File: src/rtl/icw_pkg.sv
// Package of constants for the interrupt and comparator wake block.
// Assumes a 32-bit APB register bus and one 125 MHz clock.
package icw_pkg;
  // APB register byte offsets.
  localparam logic [7:0] ADDR_FLAGS   = 8'h00;
  localparam logic [7:0] ADDR_MASK    = 8'h04;
  localparam logic [7:0] ADDR_WAKE    = 8'h08;
  localparam logic [7:0] ADDR_CMPCTL  = 8'h0C;
  localparam logic [7:0] ADDR_WDEN    = 8'h10;
  localparam logic [7:0] ADDR_P6LATCH = 8'h14;
  localparam logic [7:0] ADDR_CORE    = 8'h18;
  localparam logic [7:0] ADDR_SHADOW  = 8'h1C;
  // Source bit positions in the flag and mask registers.
  localparam int SRC_TMR  = 0;
  localparam int SRC_P6   = 1;
  localparam int SRC_EX0  = 2;
  localparam int SRC_EX1  = 3;
  localparam int SRC_CMP  = 4;
  localparam int NSRC     = 5;
  // Wake-up control fields.
  localparam int WK_CMPF  = 0;
  localparam int WK_CMP_WAKE_EN = 2;
  localparam int WK_P6WE  = 4;
  localparam int WK_EX1F  = 7;
  // Comparator control fields.
  localparam int CC_SEL_LO = 3;
  localparam int CC_SEL_HI = 4;
  localparam int CC_RES    = 5;
  localparam int CC_EX0SEL = 6;
  localparam int CC_EX1SEL = 7;
  // Watchdog and enable register fields.
  localparam int WD_CMP_IRQ_EN  = 0;
  localparam logic [7:0] WD_MASK = 8'hBD;
  // Comparator select codes.
  localparam logic [1:0] CSEL_OFF = 2'h0;
  localparam logic [1:0] CSEL_IN  = 2'h1;
  localparam logic [1:0] CSEL_OUT = 2'h2;
  localparam logic [1:0] CSEL_AMP = 2'h3;
  // Interrupt vector address.
  localparam logic [11:0] IRQ_VECTOR = 12'h008;
  // Noise filter: pulses under 8 system clock periods are rejected.
  localparam int FILT_PERIODS = 8;
  localparam int CLK_MHZ      = 125;
  localparam int FILT_CYCLES  = FILT_PERIODS;
  localparam logic [3:0] FILT_MAX = 4'(FILT_CYCLES - 1);
endpackage

File: src/rtl/icw_filt_if.sv
// Interface bundling one external interrupt pin and its filtered edge.
// Assumes a single clock domain shared by both ends.
`timescale 1ns/100ps
interface icw_filt_if;
  logic pin;
  logic edge_sel;
  logic evt;
  modport filt (input pin, input edge_sel, output evt);
  modport user (output pin, output edge_sel, input evt);
endinterface

File: src/rtl/icw_filt.sv
// Digital noise filter and edge detector for one external interrupt pin.
// Assumes the pin is already synchronous to pclk.
`timescale 1ns/100ps
module icw_filt (
  input wire logic    pclk,
  input wire logic    presetn,
  icw_filt_if.filt    fi
);
  logic [3:0] cnt_reg;
  logic       stable_reg;
  logic       differs;
  logic       accept;

  // The candidate level must hold for the full filter span to be accepted.
  assign differs = (fi.pin != stable_reg);
  assign accept  = differs && (cnt_reg == icw_pkg::FILT_MAX);

  // Count cycles of a differing level, restart whenever it drops back.
  always_ff @(posedge pclk or negedge presetn) begin
    if (!presetn) begin
      cnt_reg    <= 4'h0;
      stable_reg <= 1'b0;
    end else if (!differs || accept) begin
      cnt_reg <= 4'h0;
      if (accept) begin
        stable_reg <= fi.pin;
      end
    end else begin
      cnt_reg <= cnt_reg + 4'h1;
    end
  end

  // Edge select: 0 picks falling edges, 1 picks rising edges.
  assign fi.evt = accept && (fi.pin == fi.edge_sel);

  AST_FILT_SHORT: assert property (@(posedge pclk) disable iff (!presetn)
    fi.evt |-> $past(fi.pin, 7) == fi.pin)
    else $error("Filter passed a pulse shorter than the span.");
endmodule

File: src/rtl/icw_top.sv
// Interrupt controller with comparator and port change wake-up, APB slave.
// Assumes synchronous pins and a core that reports instruction boundaries.
`timescale 1ns/100ps
module icw_top (
  input  wire logic        pclk,
  input  wire logic        presetn,
  input  wire logic        psel,
  input  wire logic        penable,
  input  wire logic        pwrite,
  input  wire logic [7:0]  paddr,
  input  wire logic [31:0] pwdata,
  output logic [31:0]      prdata,
  output logic             pready,
  output logic             pslverr,
  input  wire logic        timer_counter_ovf,
  input  wire logic [7:0]  port6_in,
  input  wire logic        port6_read,
  input  wire logic        ext_irq0,
  input  wire logic        ext_irq1,
  input  wire logic        cmp_raw,
  input  wire logic        cmp_result_read,
  input  wire logic        instr_boundary,
  input  wire logic        enable_irq_instr,
  input  wire logic        disable_irq_instr,
  input  wire logic        return_irq_instr,
  input  wire logic        sleep_instr,
  input  wire logic [7:0]  core_acc,
  input  wire logic [3:0]  core_status,
  input  wire logic [2:0]  core_page,
  input  wire logic [7:0]  core_ptr,
  output logic             irq_take,
  output logic [11:0]      vector_addr,
  output logic             core_sleeping,
  output logic             wake_pulse,
  output logic             restore_valid,
  output logic [22:0]      restore_data,
  output logic             cmp_enable,
  output logic             cmp_amp_mode,
  output logic             cmp_in_pins_en,
  output logic             cmp_out_pin,
  output logic             cmp_out_pin_oe
);
  // ****************************************************************
  // Registers and decode
  // ****************************************************************
  typedef enum logic [1:0] {
    ICW_RUN   = 2'b01,
    ICW_SLEEP = 2'b10
  } icw_state_t;

  icw_state_t              state_reg;
  icw_state_t              state_next;
  logic [icw_pkg::NSRC-1:0] flag_reg;
  logic [icw_pkg::NSRC-1:0] mask_reg;
  logic [icw_pkg::NSRC-1:0] evt;
  logic [icw_pkg::NSRC-1:0] clr;
  logic [7:0]  wake_reg;
  logic [7:0]  cmpctl_reg;
  logic [7:0]  wden_reg;
  logic [7:0]  p6_ref_reg;
  logic        cmp_latch_reg;
  logic        gie_reg;
  logic        in_isr_reg;
  logic [22:0] shadow_reg;
  logic [7:0]  prdata_next;
  logic        wr_en;
  logic        rd_en;
  logic        addr_ok;
  logic [7:0]  wdat;
  logic        p6_change;
  logic        cmp_change;
  logic        pending;
  logic        wake_any;
  logic [1:0]  cmp_sel;
  logic        ex0_evt;
  logic        ex1_evt;
  localparam int NSRC_W = icw_pkg::NSRC;
  logic [NSRC_W-1:0] pend_vec;

  icw_filt_if fif0 ();
  icw_filt_if fif1 ();

  // Zero-wait APB slave; writes and reads act in the access cycle.
  assign pready  = 1'b1;
  assign wr_en   = psel && penable && pwrite;
  assign rd_en   = psel && penable && !pwrite;
  assign wdat    = pwdata[7:0];
  assign addr_ok = (paddr == icw_pkg::ADDR_FLAGS) || (paddr == icw_pkg::ADDR_MASK) ||
                   (paddr == icw_pkg::ADDR_WAKE) || (paddr == icw_pkg::ADDR_CMPCTL) ||
                   (paddr == icw_pkg::ADDR_WDEN) || (paddr == icw_pkg::ADDR_P6LATCH) ||
                   (paddr == icw_pkg::ADDR_CORE) || (paddr == icw_pkg::ADDR_SHADOW);
  assign pslverr = psel && penable && !addr_ok;

  // ****************************************************************
  // Event sources
  // ****************************************************************
  assign fif0.pin      = ext_irq0;
  assign fif0.edge_sel = cmpctl_reg[icw_pkg::CC_EX0SEL];
  assign fif1.pin      = ext_irq1;
  assign fif1.edge_sel = cmpctl_reg[icw_pkg::CC_EX1SEL];
  assign ex0_evt       = fif0.evt;
  assign ex1_evt       = fif1.evt;

  icw_filt u_filt0 (
    .pclk    (pclk),
    .presetn (presetn),
    .fi      (fif0)
  );

  icw_filt u_filt1 (
    .pclk    (pclk),
    .presetn (presetn),
    .fi      (fif1)
  );

  // Port-6 and comparator changes are mismatches against software-read latches.
  assign cmp_sel    = {cmpctl_reg[icw_pkg::CC_SEL_HI], cmpctl_reg[icw_pkg::CC_SEL_LO]};
  assign cmp_enable = (cmp_sel != icw_pkg::CSEL_OFF);
  assign p6_change  = (port6_in != p6_ref_reg);
  assign cmp_change = cmp_enable && (cmp_raw != cmp_latch_reg);

  // Flags only record events whose mask bit is enabled, global enable aside.
  assign evt[icw_pkg::SRC_TMR] = timer_counter_ovf;
  assign evt[icw_pkg::SRC_P6]  = p6_change;
  assign evt[icw_pkg::SRC_EX0] = ex0_evt;
  assign evt[icw_pkg::SRC_EX1] = ex1_evt;
  assign evt[icw_pkg::SRC_CMP] = cmp_change && wake_reg[icw_pkg::WK_CMP_WAKE_EN];

  // Software clears flags by writing a one to the flag register bit.
  assign clr = (wr_en && paddr == icw_pkg::ADDR_FLAGS) ? wdat[NSRC_W-1:0] : '0;

  // Flags: set wins over a clear in the same cycle.
  genvar gi;
  generate
    for (gi = 0; gi < NSRC_W; gi = gi + 1) begin : g_flag
      always_ff @(posedge pclk or negedge presetn) begin
        if (!presetn) begin
          flag_reg[gi] <= 1'b0;
        end else if (evt[gi] && mask_reg[gi]) begin
          flag_reg[gi] <= 1'b1;
        end else if (clr[gi]) begin
          flag_reg[gi] <= 1'b0;
        end
      end
    end
  endgenerate

  // Comparator interrupt also needs the watchdog-register enable bit.
  assign pend_vec = flag_reg & mask_reg &
                    {wden_reg[icw_pkg::WD_CMP_IRQ_EN], {(NSRC_W-1){1'b1}}};
  assign pending  = |pend_vec;

  // Wake sources: port change with its enable, comparator with its enable, timer and both external pins.
  assign wake_any = (pend_vec[icw_pkg::SRC_P6] && wake_reg[icw_pkg::WK_P6WE]) ||
                    pend_vec[icw_pkg::SRC_CMP] ||
                    pend_vec[icw_pkg::SRC_TMR] || pend_vec[icw_pkg::SRC_EX0] ||
                    pend_vec[icw_pkg::SRC_EX1];

  // ****************************************************************
  // Sleep and interrupt entry
  // ****************************************************************
  always_comb begin
    state_next = state_reg;
    unique case (state_reg)
      ICW_RUN: begin
        if (sleep_instr) begin
          state_next = ICW_SLEEP;
        end
      end
      ICW_SLEEP: begin
        if (wake_any) begin
          state_next = ICW_RUN;
        end
      end
      default: state_next = ICW_RUN;
    endcase
  end

  assign core_sleeping = (state_reg == ICW_SLEEP);
  assign wake_pulse    = core_sleeping && wake_any;
  // Taken only at a boundary while running; after wake with enable off, no branch.
  assign irq_take      = (state_reg == ICW_RUN) && instr_boundary && gie_reg && pending;
  assign vector_addr   = icw_pkg::IRQ_VECTOR;
  assign restore_valid = return_irq_instr && in_isr_reg;
  assign restore_data  = shadow_reg;

  always_ff @(posedge pclk or negedge presetn) begin
    if (!presetn) begin
      state_reg <= ICW_RUN;
    end else begin
      state_reg <= state_next;
    end
  end

  // Global enable: entry clears it, return and enable set it.
  always_ff @(posedge pclk or negedge presetn) begin
    if (!presetn) begin
      gie_reg    <= 1'b0;
      in_isr_reg <= 1'b0;
    end else if (irq_take) begin
      gie_reg    <= 1'b0;
      in_isr_reg <= 1'b1;
    end else if (return_irq_instr) begin
      gie_reg    <= 1'b1;
      in_isr_reg <= 1'b0;
    end else if (enable_irq_instr) begin
      gie_reg <= 1'b1;
    end else if (disable_irq_instr) begin
      gie_reg <= 1'b0;
    end
  end

  // Shadow stack captures core context on entry.
  always_ff @(posedge pclk or negedge presetn) begin
    if (!presetn) begin
      shadow_reg <= 23'h000000;
    end else if (irq_take) begin
      shadow_reg <= {core_acc, core_status, core_page, core_ptr};
    end
  end

  // ****************************************************************
  // Software registers
  // ****************************************************************
  always_ff @(posedge pclk or negedge presetn) begin
    if (!presetn) begin
      mask_reg   <= '0;
      wden_reg   <= 8'h00;
      cmpctl_reg <= 8'h00;
    end else if (wr_en) begin
      if (paddr == icw_pkg::ADDR_MASK) begin
        mask_reg <= wdat[NSRC_W-1:0];
      end
      if (paddr == icw_pkg::ADDR_WDEN) begin
        wden_reg <= wdat & icw_pkg::WD_MASK;
      end
      if (paddr == icw_pkg::ADDR_CMPCTL) begin
        cmpctl_reg <= wdat & 8'hD8;
      end
    end
  end

  // Wake enables are plain bits; bit 7 reads the masked interrupt-one flag, bit 0 the unmasked comparator flag.
  always_ff @(posedge pclk or negedge presetn) begin
    if (!presetn) begin
      wake_reg <= 8'h00;
    end else if (wr_en && paddr == icw_pkg::ADDR_WAKE) begin
      wake_reg <= wdat & 8'h14;
    end
  end

  // Reference latches: a read of port 6 or the comparator result loads them.
  always_ff @(posedge pclk or negedge presetn) begin
    if (!presetn) begin
      p6_ref_reg    <= 8'h00;
      cmp_latch_reg <= 1'b0;
    end else begin
      if (port6_read || (rd_en && paddr == icw_pkg::ADDR_P6LATCH)) begin
        p6_ref_reg <= port6_in;
      end
      if (cmp_result_read || (rd_en && paddr == icw_pkg::ADDR_CMPCTL)) begin
        cmp_latch_reg <= cmp_raw;
      end
    end
  end

  // Read mux.
  always_comb begin
    prdata_next = 8'h00;
    unique case (paddr)
      icw_pkg::ADDR_FLAGS:   prdata_next = {3'h0, flag_reg & mask_reg};
      icw_pkg::ADDR_MASK:    prdata_next = {3'h0, mask_reg};
      icw_pkg::ADDR_WAKE:    prdata_next = {pend_vec[icw_pkg::SRC_EX1], 2'h0, wake_reg[icw_pkg::WK_P6WE], 1'b0,
                                            wake_reg[icw_pkg::WK_CMP_WAKE_EN], 1'b0, flag_reg[icw_pkg::SRC_CMP]};
      icw_pkg::ADDR_CMPCTL:  prdata_next = {cmpctl_reg[7:6], cmp_raw, cmpctl_reg[4:3], 3'h0};
      icw_pkg::ADDR_WDEN:    prdata_next = wden_reg;
      icw_pkg::ADDR_P6LATCH: prdata_next = port6_in;
      icw_pkg::ADDR_CORE:    prdata_next = {5'h00, in_isr_reg, core_sleeping, gie_reg};
      icw_pkg::ADDR_SHADOW:  prdata_next = shadow_reg[22:15];
      default:               prdata_next = 8'h00;
    endcase
  end
  assign prdata = {24'h000000, prdata_next};

  // ****************************************************************
  // Comparator pin functions
  // ****************************************************************
  // Shared pin: interrupt one wins, then comparator output, then plain I/O.
  assign cmp_in_pins_en = cmp_enable;
  assign cmp_amp_mode   = (cmp_sel == icw_pkg::CSEL_AMP);
  assign cmp_out_pin_oe = !cmpctl_reg[icw_pkg::CC_EX1SEL] &&
                          ((cmp_sel == icw_pkg::CSEL_OUT) || (cmp_sel == icw_pkg::CSEL_AMP));
  assign cmp_out_pin    = cmp_out_pin_oe && cmp_raw;

  // ****************************************************************
  // Checks
  // ****************************************************************
  AST_VECTOR: assert property (@(posedge pclk) disable iff (!presetn)
    irq_take |-> vector_addr == 12'h008)
    else $error("Vector address not 008H.");
  AST_GIE_CLR: assert property (@(posedge pclk) disable iff (!presetn)
    irq_take |=> !gie_reg)
    else $error("Global enable left on after entry.");
  AST_RETURN_IRQ_INSTR: assert property (@(posedge pclk) disable iff (!presetn)
    (return_irq_instr && !irq_take) |=> gie_reg)
    else $error("Return did not set global enable.");
  AST_NO_TAKE: assert property (@(posedge pclk) disable iff (!presetn)
    irq_take |-> gie_reg && pending && instr_boundary)
    else $error("Interrupt taken without cause.");
  AST_CMP_FLAG: assert property (@(posedge pclk) disable iff (!presetn)
    (cmp_change && wake_reg[icw_pkg::WK_CMP_WAKE_EN] && mask_reg[icw_pkg::SRC_CMP]) |=> flag_reg[icw_pkg::SRC_CMP])
    else $error("Comparator change not flagged.");
  AST_CMP_IRQ_EN: assert property (@(posedge pclk) disable iff (!presetn)
    !wden_reg[icw_pkg::WD_CMP_IRQ_EN] |-> !pend_vec[icw_pkg::SRC_CMP])
    else $error("Comparator interrupt without enable.");
  AST_SHADOW: assert property (@(posedge pclk) disable iff (!presetn)
    irq_take |=> shadow_reg == $past({core_acc, core_status, core_page, core_ptr}))
    else $error("Context not saved on entry.");
  AST_PIN_PRIO: assert property (@(posedge pclk) disable iff (!presetn)
    cmpctl_reg[icw_pkg::CC_EX1SEL] |-> !cmp_out_pin_oe)
    else $error("Comparator drove pin owned by interrupt one.");
  AST_WAKE: assert property (@(posedge pclk) disable iff (!presetn)
    (core_sleeping && wake_any) |=> !core_sleeping)
    else $error("Wake source did not end sleep.");
  AST_P6_FLAG: assert property (@(posedge pclk) disable iff (!presetn)
    (p6_change && mask_reg[icw_pkg::SRC_P6]) |=> flag_reg[icw_pkg::SRC_P6])
    else $error("Port change not flagged.");

  COV_TAKE: cover property (@(posedge pclk) disable iff (!presetn) irq_take);
  COV_WAKE: cover property (@(posedge pclk) disable iff (!presetn) wake_pulse);
  COV_RETURN_IRQ_INSTR: cover property (@(posedge pclk) disable iff (!presetn) restore_valid);
  COV_CMP:  cover property (@(posedge pclk) disable iff (!presetn) cmp_change ##1 flag_reg[icw_pkg::SRC_CMP]);
endmodule

File: config.mk
export PLATFORM = sky130hd
export DESIGN_NAME = icw_top
export DESIGN_NICKNAME = d
export VERILOG_FILES = /design/src/rtl/icw_pkg.sv /design/src/rtl/icw_filt_if.sv /design/src/rtl/icw_filt.sv /design/src/rtl/icw_top.sv
export SDC_FILE = /design/constraint.sdc
export NUM_CORES = 1
export LEC_CHECK = 0
export ABC_CLOCK_PERIOD_IN_PS = 5490
export BUFFER_PORTS_ARGS = -buffer_cell sky130_fd_sc_hd__buf_2
export CELL_PAD_IN_SITES_DETAIL_PLACEMENT = 0
export CELL_PAD_IN_SITES_GLOBAL_PLACEMENT = 1
export CORE_ASPECT_RATIO = 0.9
export CORE_UTILIZATION = 33
export CTS_BUF_LIST = sky130_fd_sc_hd__clkbuf_4
export DETAILED_ROUTE_END_ITERATION = 8
export PLACE_DENSITY_LB_ADDON = 0.1
export SLEW_MARGIN = 20
export SYNTH_ARGS = -nofsm -noshare
export SYNTH_HDL_FRONTEND = slang
export SYNTH_HIERARCHICAL = 1
export SYNTH_SLANG_ARGS = --single-unit
File: constraint.sdc
create_clock -name pclk -period 5.49 [get_ports pclk]
set_input_delay 1.098 -clock pclk [delete_from_list [all_inputs] [get_ports pclk]]
set_output_delay 1.098 -clock pclk [all_outputs]
set_load 0.05 [all_outputs]
==> results.sh <==
export IMPL_outcome="finished, final reports clean"
export IMPL_synth_cell_types=59
export IMPL_antenna_found_initial=0
export IMPL_grt_first_pass_wirelength_mm=14.3
export IMPL_slowest_stage="or4_1"
export IMPL_cts_resized=0
export IMPL_io_buffers=103
export IMPL_hp_class="register to register"
export IMPL_setup_tns_final_ns=0
export IMPL_synthArstFlopShare_pct=100
export IMPL_syn_area_per_cell_um2=11.6
export IMPL_postCtsHoldBufs=0
export IMPL_cts_setup_buffers=0
export IMPL_r2r_slack_ns=3.56
export IMPL_crit_family="simple AND/OR/NAND/NOR gates"
export IMPL_arrival_ns=2.91
export IMPL_gp_congestion=0.775
export IMPL_ys_warnings_count=6
export IMPL_maxCapViolCount=0
export IMPL_finalWirelength_mm=8.92
export IMPL_path_cells="buf_2, or4_1, or3_1, o21ai_0, buf_2"
export IMPL_clock_sinks=68
export IMPL_worstPathBufferInverterCount=2
export IMPL_fin_crit_sh_pct=73.0
export IMPL_place_area_mm2=0.00416
export IMPL_holdCritStartpoint="u_filt0/cnt_reg[0]$_DFF_PN0_"
export IMPL_vias_per_cell=4.76
export IMPL_drtIter0Drc=120
export IMPL_areaGrowthSynthToFinish_pct=17.1
export IMPL_antenna_left=0
export IMPL_regToRegEndpoint="restore_data[19]$_DFFE_PN0P_"
export IMPL_synth_top_area_share_pct=45.9
export IMPL_worstSkewPairLatency_ns=0.42
export IMPL_finClkSkew_ns=0.0118
export IMPL_num_io_pins=165
export IMPL_synth_area_leaders="dfrtp_1, mux2_2, buf_4"
export IMPL_cts_tree="yes"
export IMPL_core_mm2=0.0108
export IMPL_synthTopCellsByCount="dfrtp_1, mux2_2, buf_4"
export IMPL_drive_gt1_share_pct=44.4
export IMPL_fill_cells=1105
export IMPL_setup_violations=0
export IMPL_r2r_start="flag_reg[3]$_DFFE_PN0P_"
export IMPL_ir_drop_uv=120
export IMPL_overflow=0
export IMPL_firstDrtPassIters=6
export IMPL_ff2ff_path_depth=5
export IMPL_nNetsFinal=510
export IMPL_synth_ff_type="dfrtp_1"
export IMPL_hold_path_end="u_filt0/cnt_reg[0]$_DFF_PN0_"
export IMPL_yosysTopAreaCell="dfrtp_1"
export IMPL_dp_hpwl_mm=6.76
export IMPL_wl_per_cell_um=16.0
export IMPL_final_area_mm2=0.00428
export IMPL_vias=2660
export IMPL_rows=36
export IMPL_start_util_pct=33.8
export IMPL_htree_levels=3
export IMPL_dp_slack_ns=1.46
export IMPL_synth_cells=315
export IMPL_whs_path_depth=1
export IMPL_relSlewSlack_pct=51.8
export IMPL_rsz0062_at_grt="false"
export IMPL_largest_reg_flops=23
export IMPL_crit_top_cell="buf_2"
export IMPL_finalHoldViolCount=0
export IMPL_synth_seq_cells=68
export IMPL_grtUsageTotal_pct=16.7
export IMPL_drv_slew=0
export IMPL_clk_path_buf_depth=2
export IMPL_crit_type="primary input to output port"
export IMPL_synth_seq_area_share_pct=46.6
export IMPL_synthMostInstantiatedCell="dfrtp_1"
export IMPL_worst_slew_pin_slew_ns=0.717
export IMPL_synth_edff_count=0
export IMPL_p_per_area_mw_per_mm2=268
export IMPL_end_kind="output port"
export IMPL_critical_path_max_stage_delay_ns=0.69
export IMPL_leakage_nw=2.31
export IMPL_cp_required_ns=4.39
export IMPL_diodes=0
export IMPL_min_period_ns=4.01
export IMPL_dieWidth_um=113
export IMPL_critPathMaxFanout=6
export IMPL_cts_root_buf="clkbuf_4"
export IMPL_grt_max_degree=45
export IMPL_die_area_mm2=0.0115
export IMPL_die_h_um=102
export IMPL_setup_slack_ns=1.48
export IMPL_cts_buffers=9
export IMPL_synth_cell_area_mm2=0.00365
export IMPL_route_detailed_drc=0
export IMPL_grt_pass1_vias=2669
export IMPL_clk_pin_slew_ns=0.11
export IMPL_max_freq_ghz=0.250
export IMPL_cp_start_kind="primary input"
[worst max path at each step]
stage,to,slack [ns],cells after the start,from
finish,prdata[0],1.48,5,paddr[5]
global route,prdata[4],1.33,5,paddr[5]
CTS,prdata[0],1.45,5,paddr[5]
detailed placement,prdata[0],1.46,5,paddr[5]
global placement,prdata[0],1.44,5,paddr[5]
floorplan,prdata[0],1.18,4,paddr[5]
[metal layers]
metal / track usage (%) / vias to the layer above / routed length (um)
met5: 0 / - / 0
met4: 5.87 / 0 / 110
met3: 5.80 / 11 / 636
met2: 25.3 / 117 / 3890
met1: 22.3 / 1261 / 4290
li1: - / 1271 / -
[worst register-to-register path: stages, from the launching register on]
cell and delay, ns:
dfrtp_1 0.43, a222oi_1 0.43, nand2_1 0.15, o2111a_1 0.26, buf_4 0.23, mux2_2 0.32
[cells by family (layout without fill, tap and decap cells)]
group	after synthesis	in the layout	synth area share (%)
compound gates	41	41	8.22
xor+xnor	15	15	3.60
fa+ha+maj	2	2	0.685
buf+inv	48	124	9.11
flops	68	68	46.6
mux	56	56	18.0
other cells	2	37	0.206
simple gates	83	83	13.5
[through the flow]
step | total power [mW] | hold slack (ns) | instances | util, %
finish | 1.15 | 0.467 | 559 | 39.6
global route | 1.22 | 0.481 | 559 | 39.6
CTS | 1.17 | 0.471 | 559 | 39.5
detailed placement | 0.869 | 0.455 | 543 | 38.5
global placement | 0.863 | 0.453 | 543 | 38.5
floorplan | 0.808 | 0.428 | 350 | -
[where the power goes]
part	switching, mW	internal, mW
clock	0.180	0.108
combinational	0.173	0.0939
sequential	0.0384	0.552
total	0.391	0.754
[layout by cell type, fill, tap and decap left out, drive strengths merged, types with 3 or more instances in the layout]
master / n
a21oi: 6
a22o: 6
a22oi: 5
and2: 8
and3: 4
buf: 105
clkbuf: 12
clkinv: 3
conb: 37
dfrtp: 67
inv: 3
mux2: 52
nand2: 25
nand3: 7
nand3b: 4
nor2: 15
nor3: 4
nor4: 3
o21ai: 7
xor2: 14
[cell type report]
class	count	area [um^2]	area share [%]
Tap cell	133	166	3.89
Sequential cell	68	1700	39.8
Timing Repair Buffer	105	533	12.5
Multi-Input combinational cell	234	1750	40.9
Clock buffer	12	90.1	2.11
Clock inverter	4	26.3	0.614
Inverter	3	11.3	0.263
(Power assumes the default switching activity.)
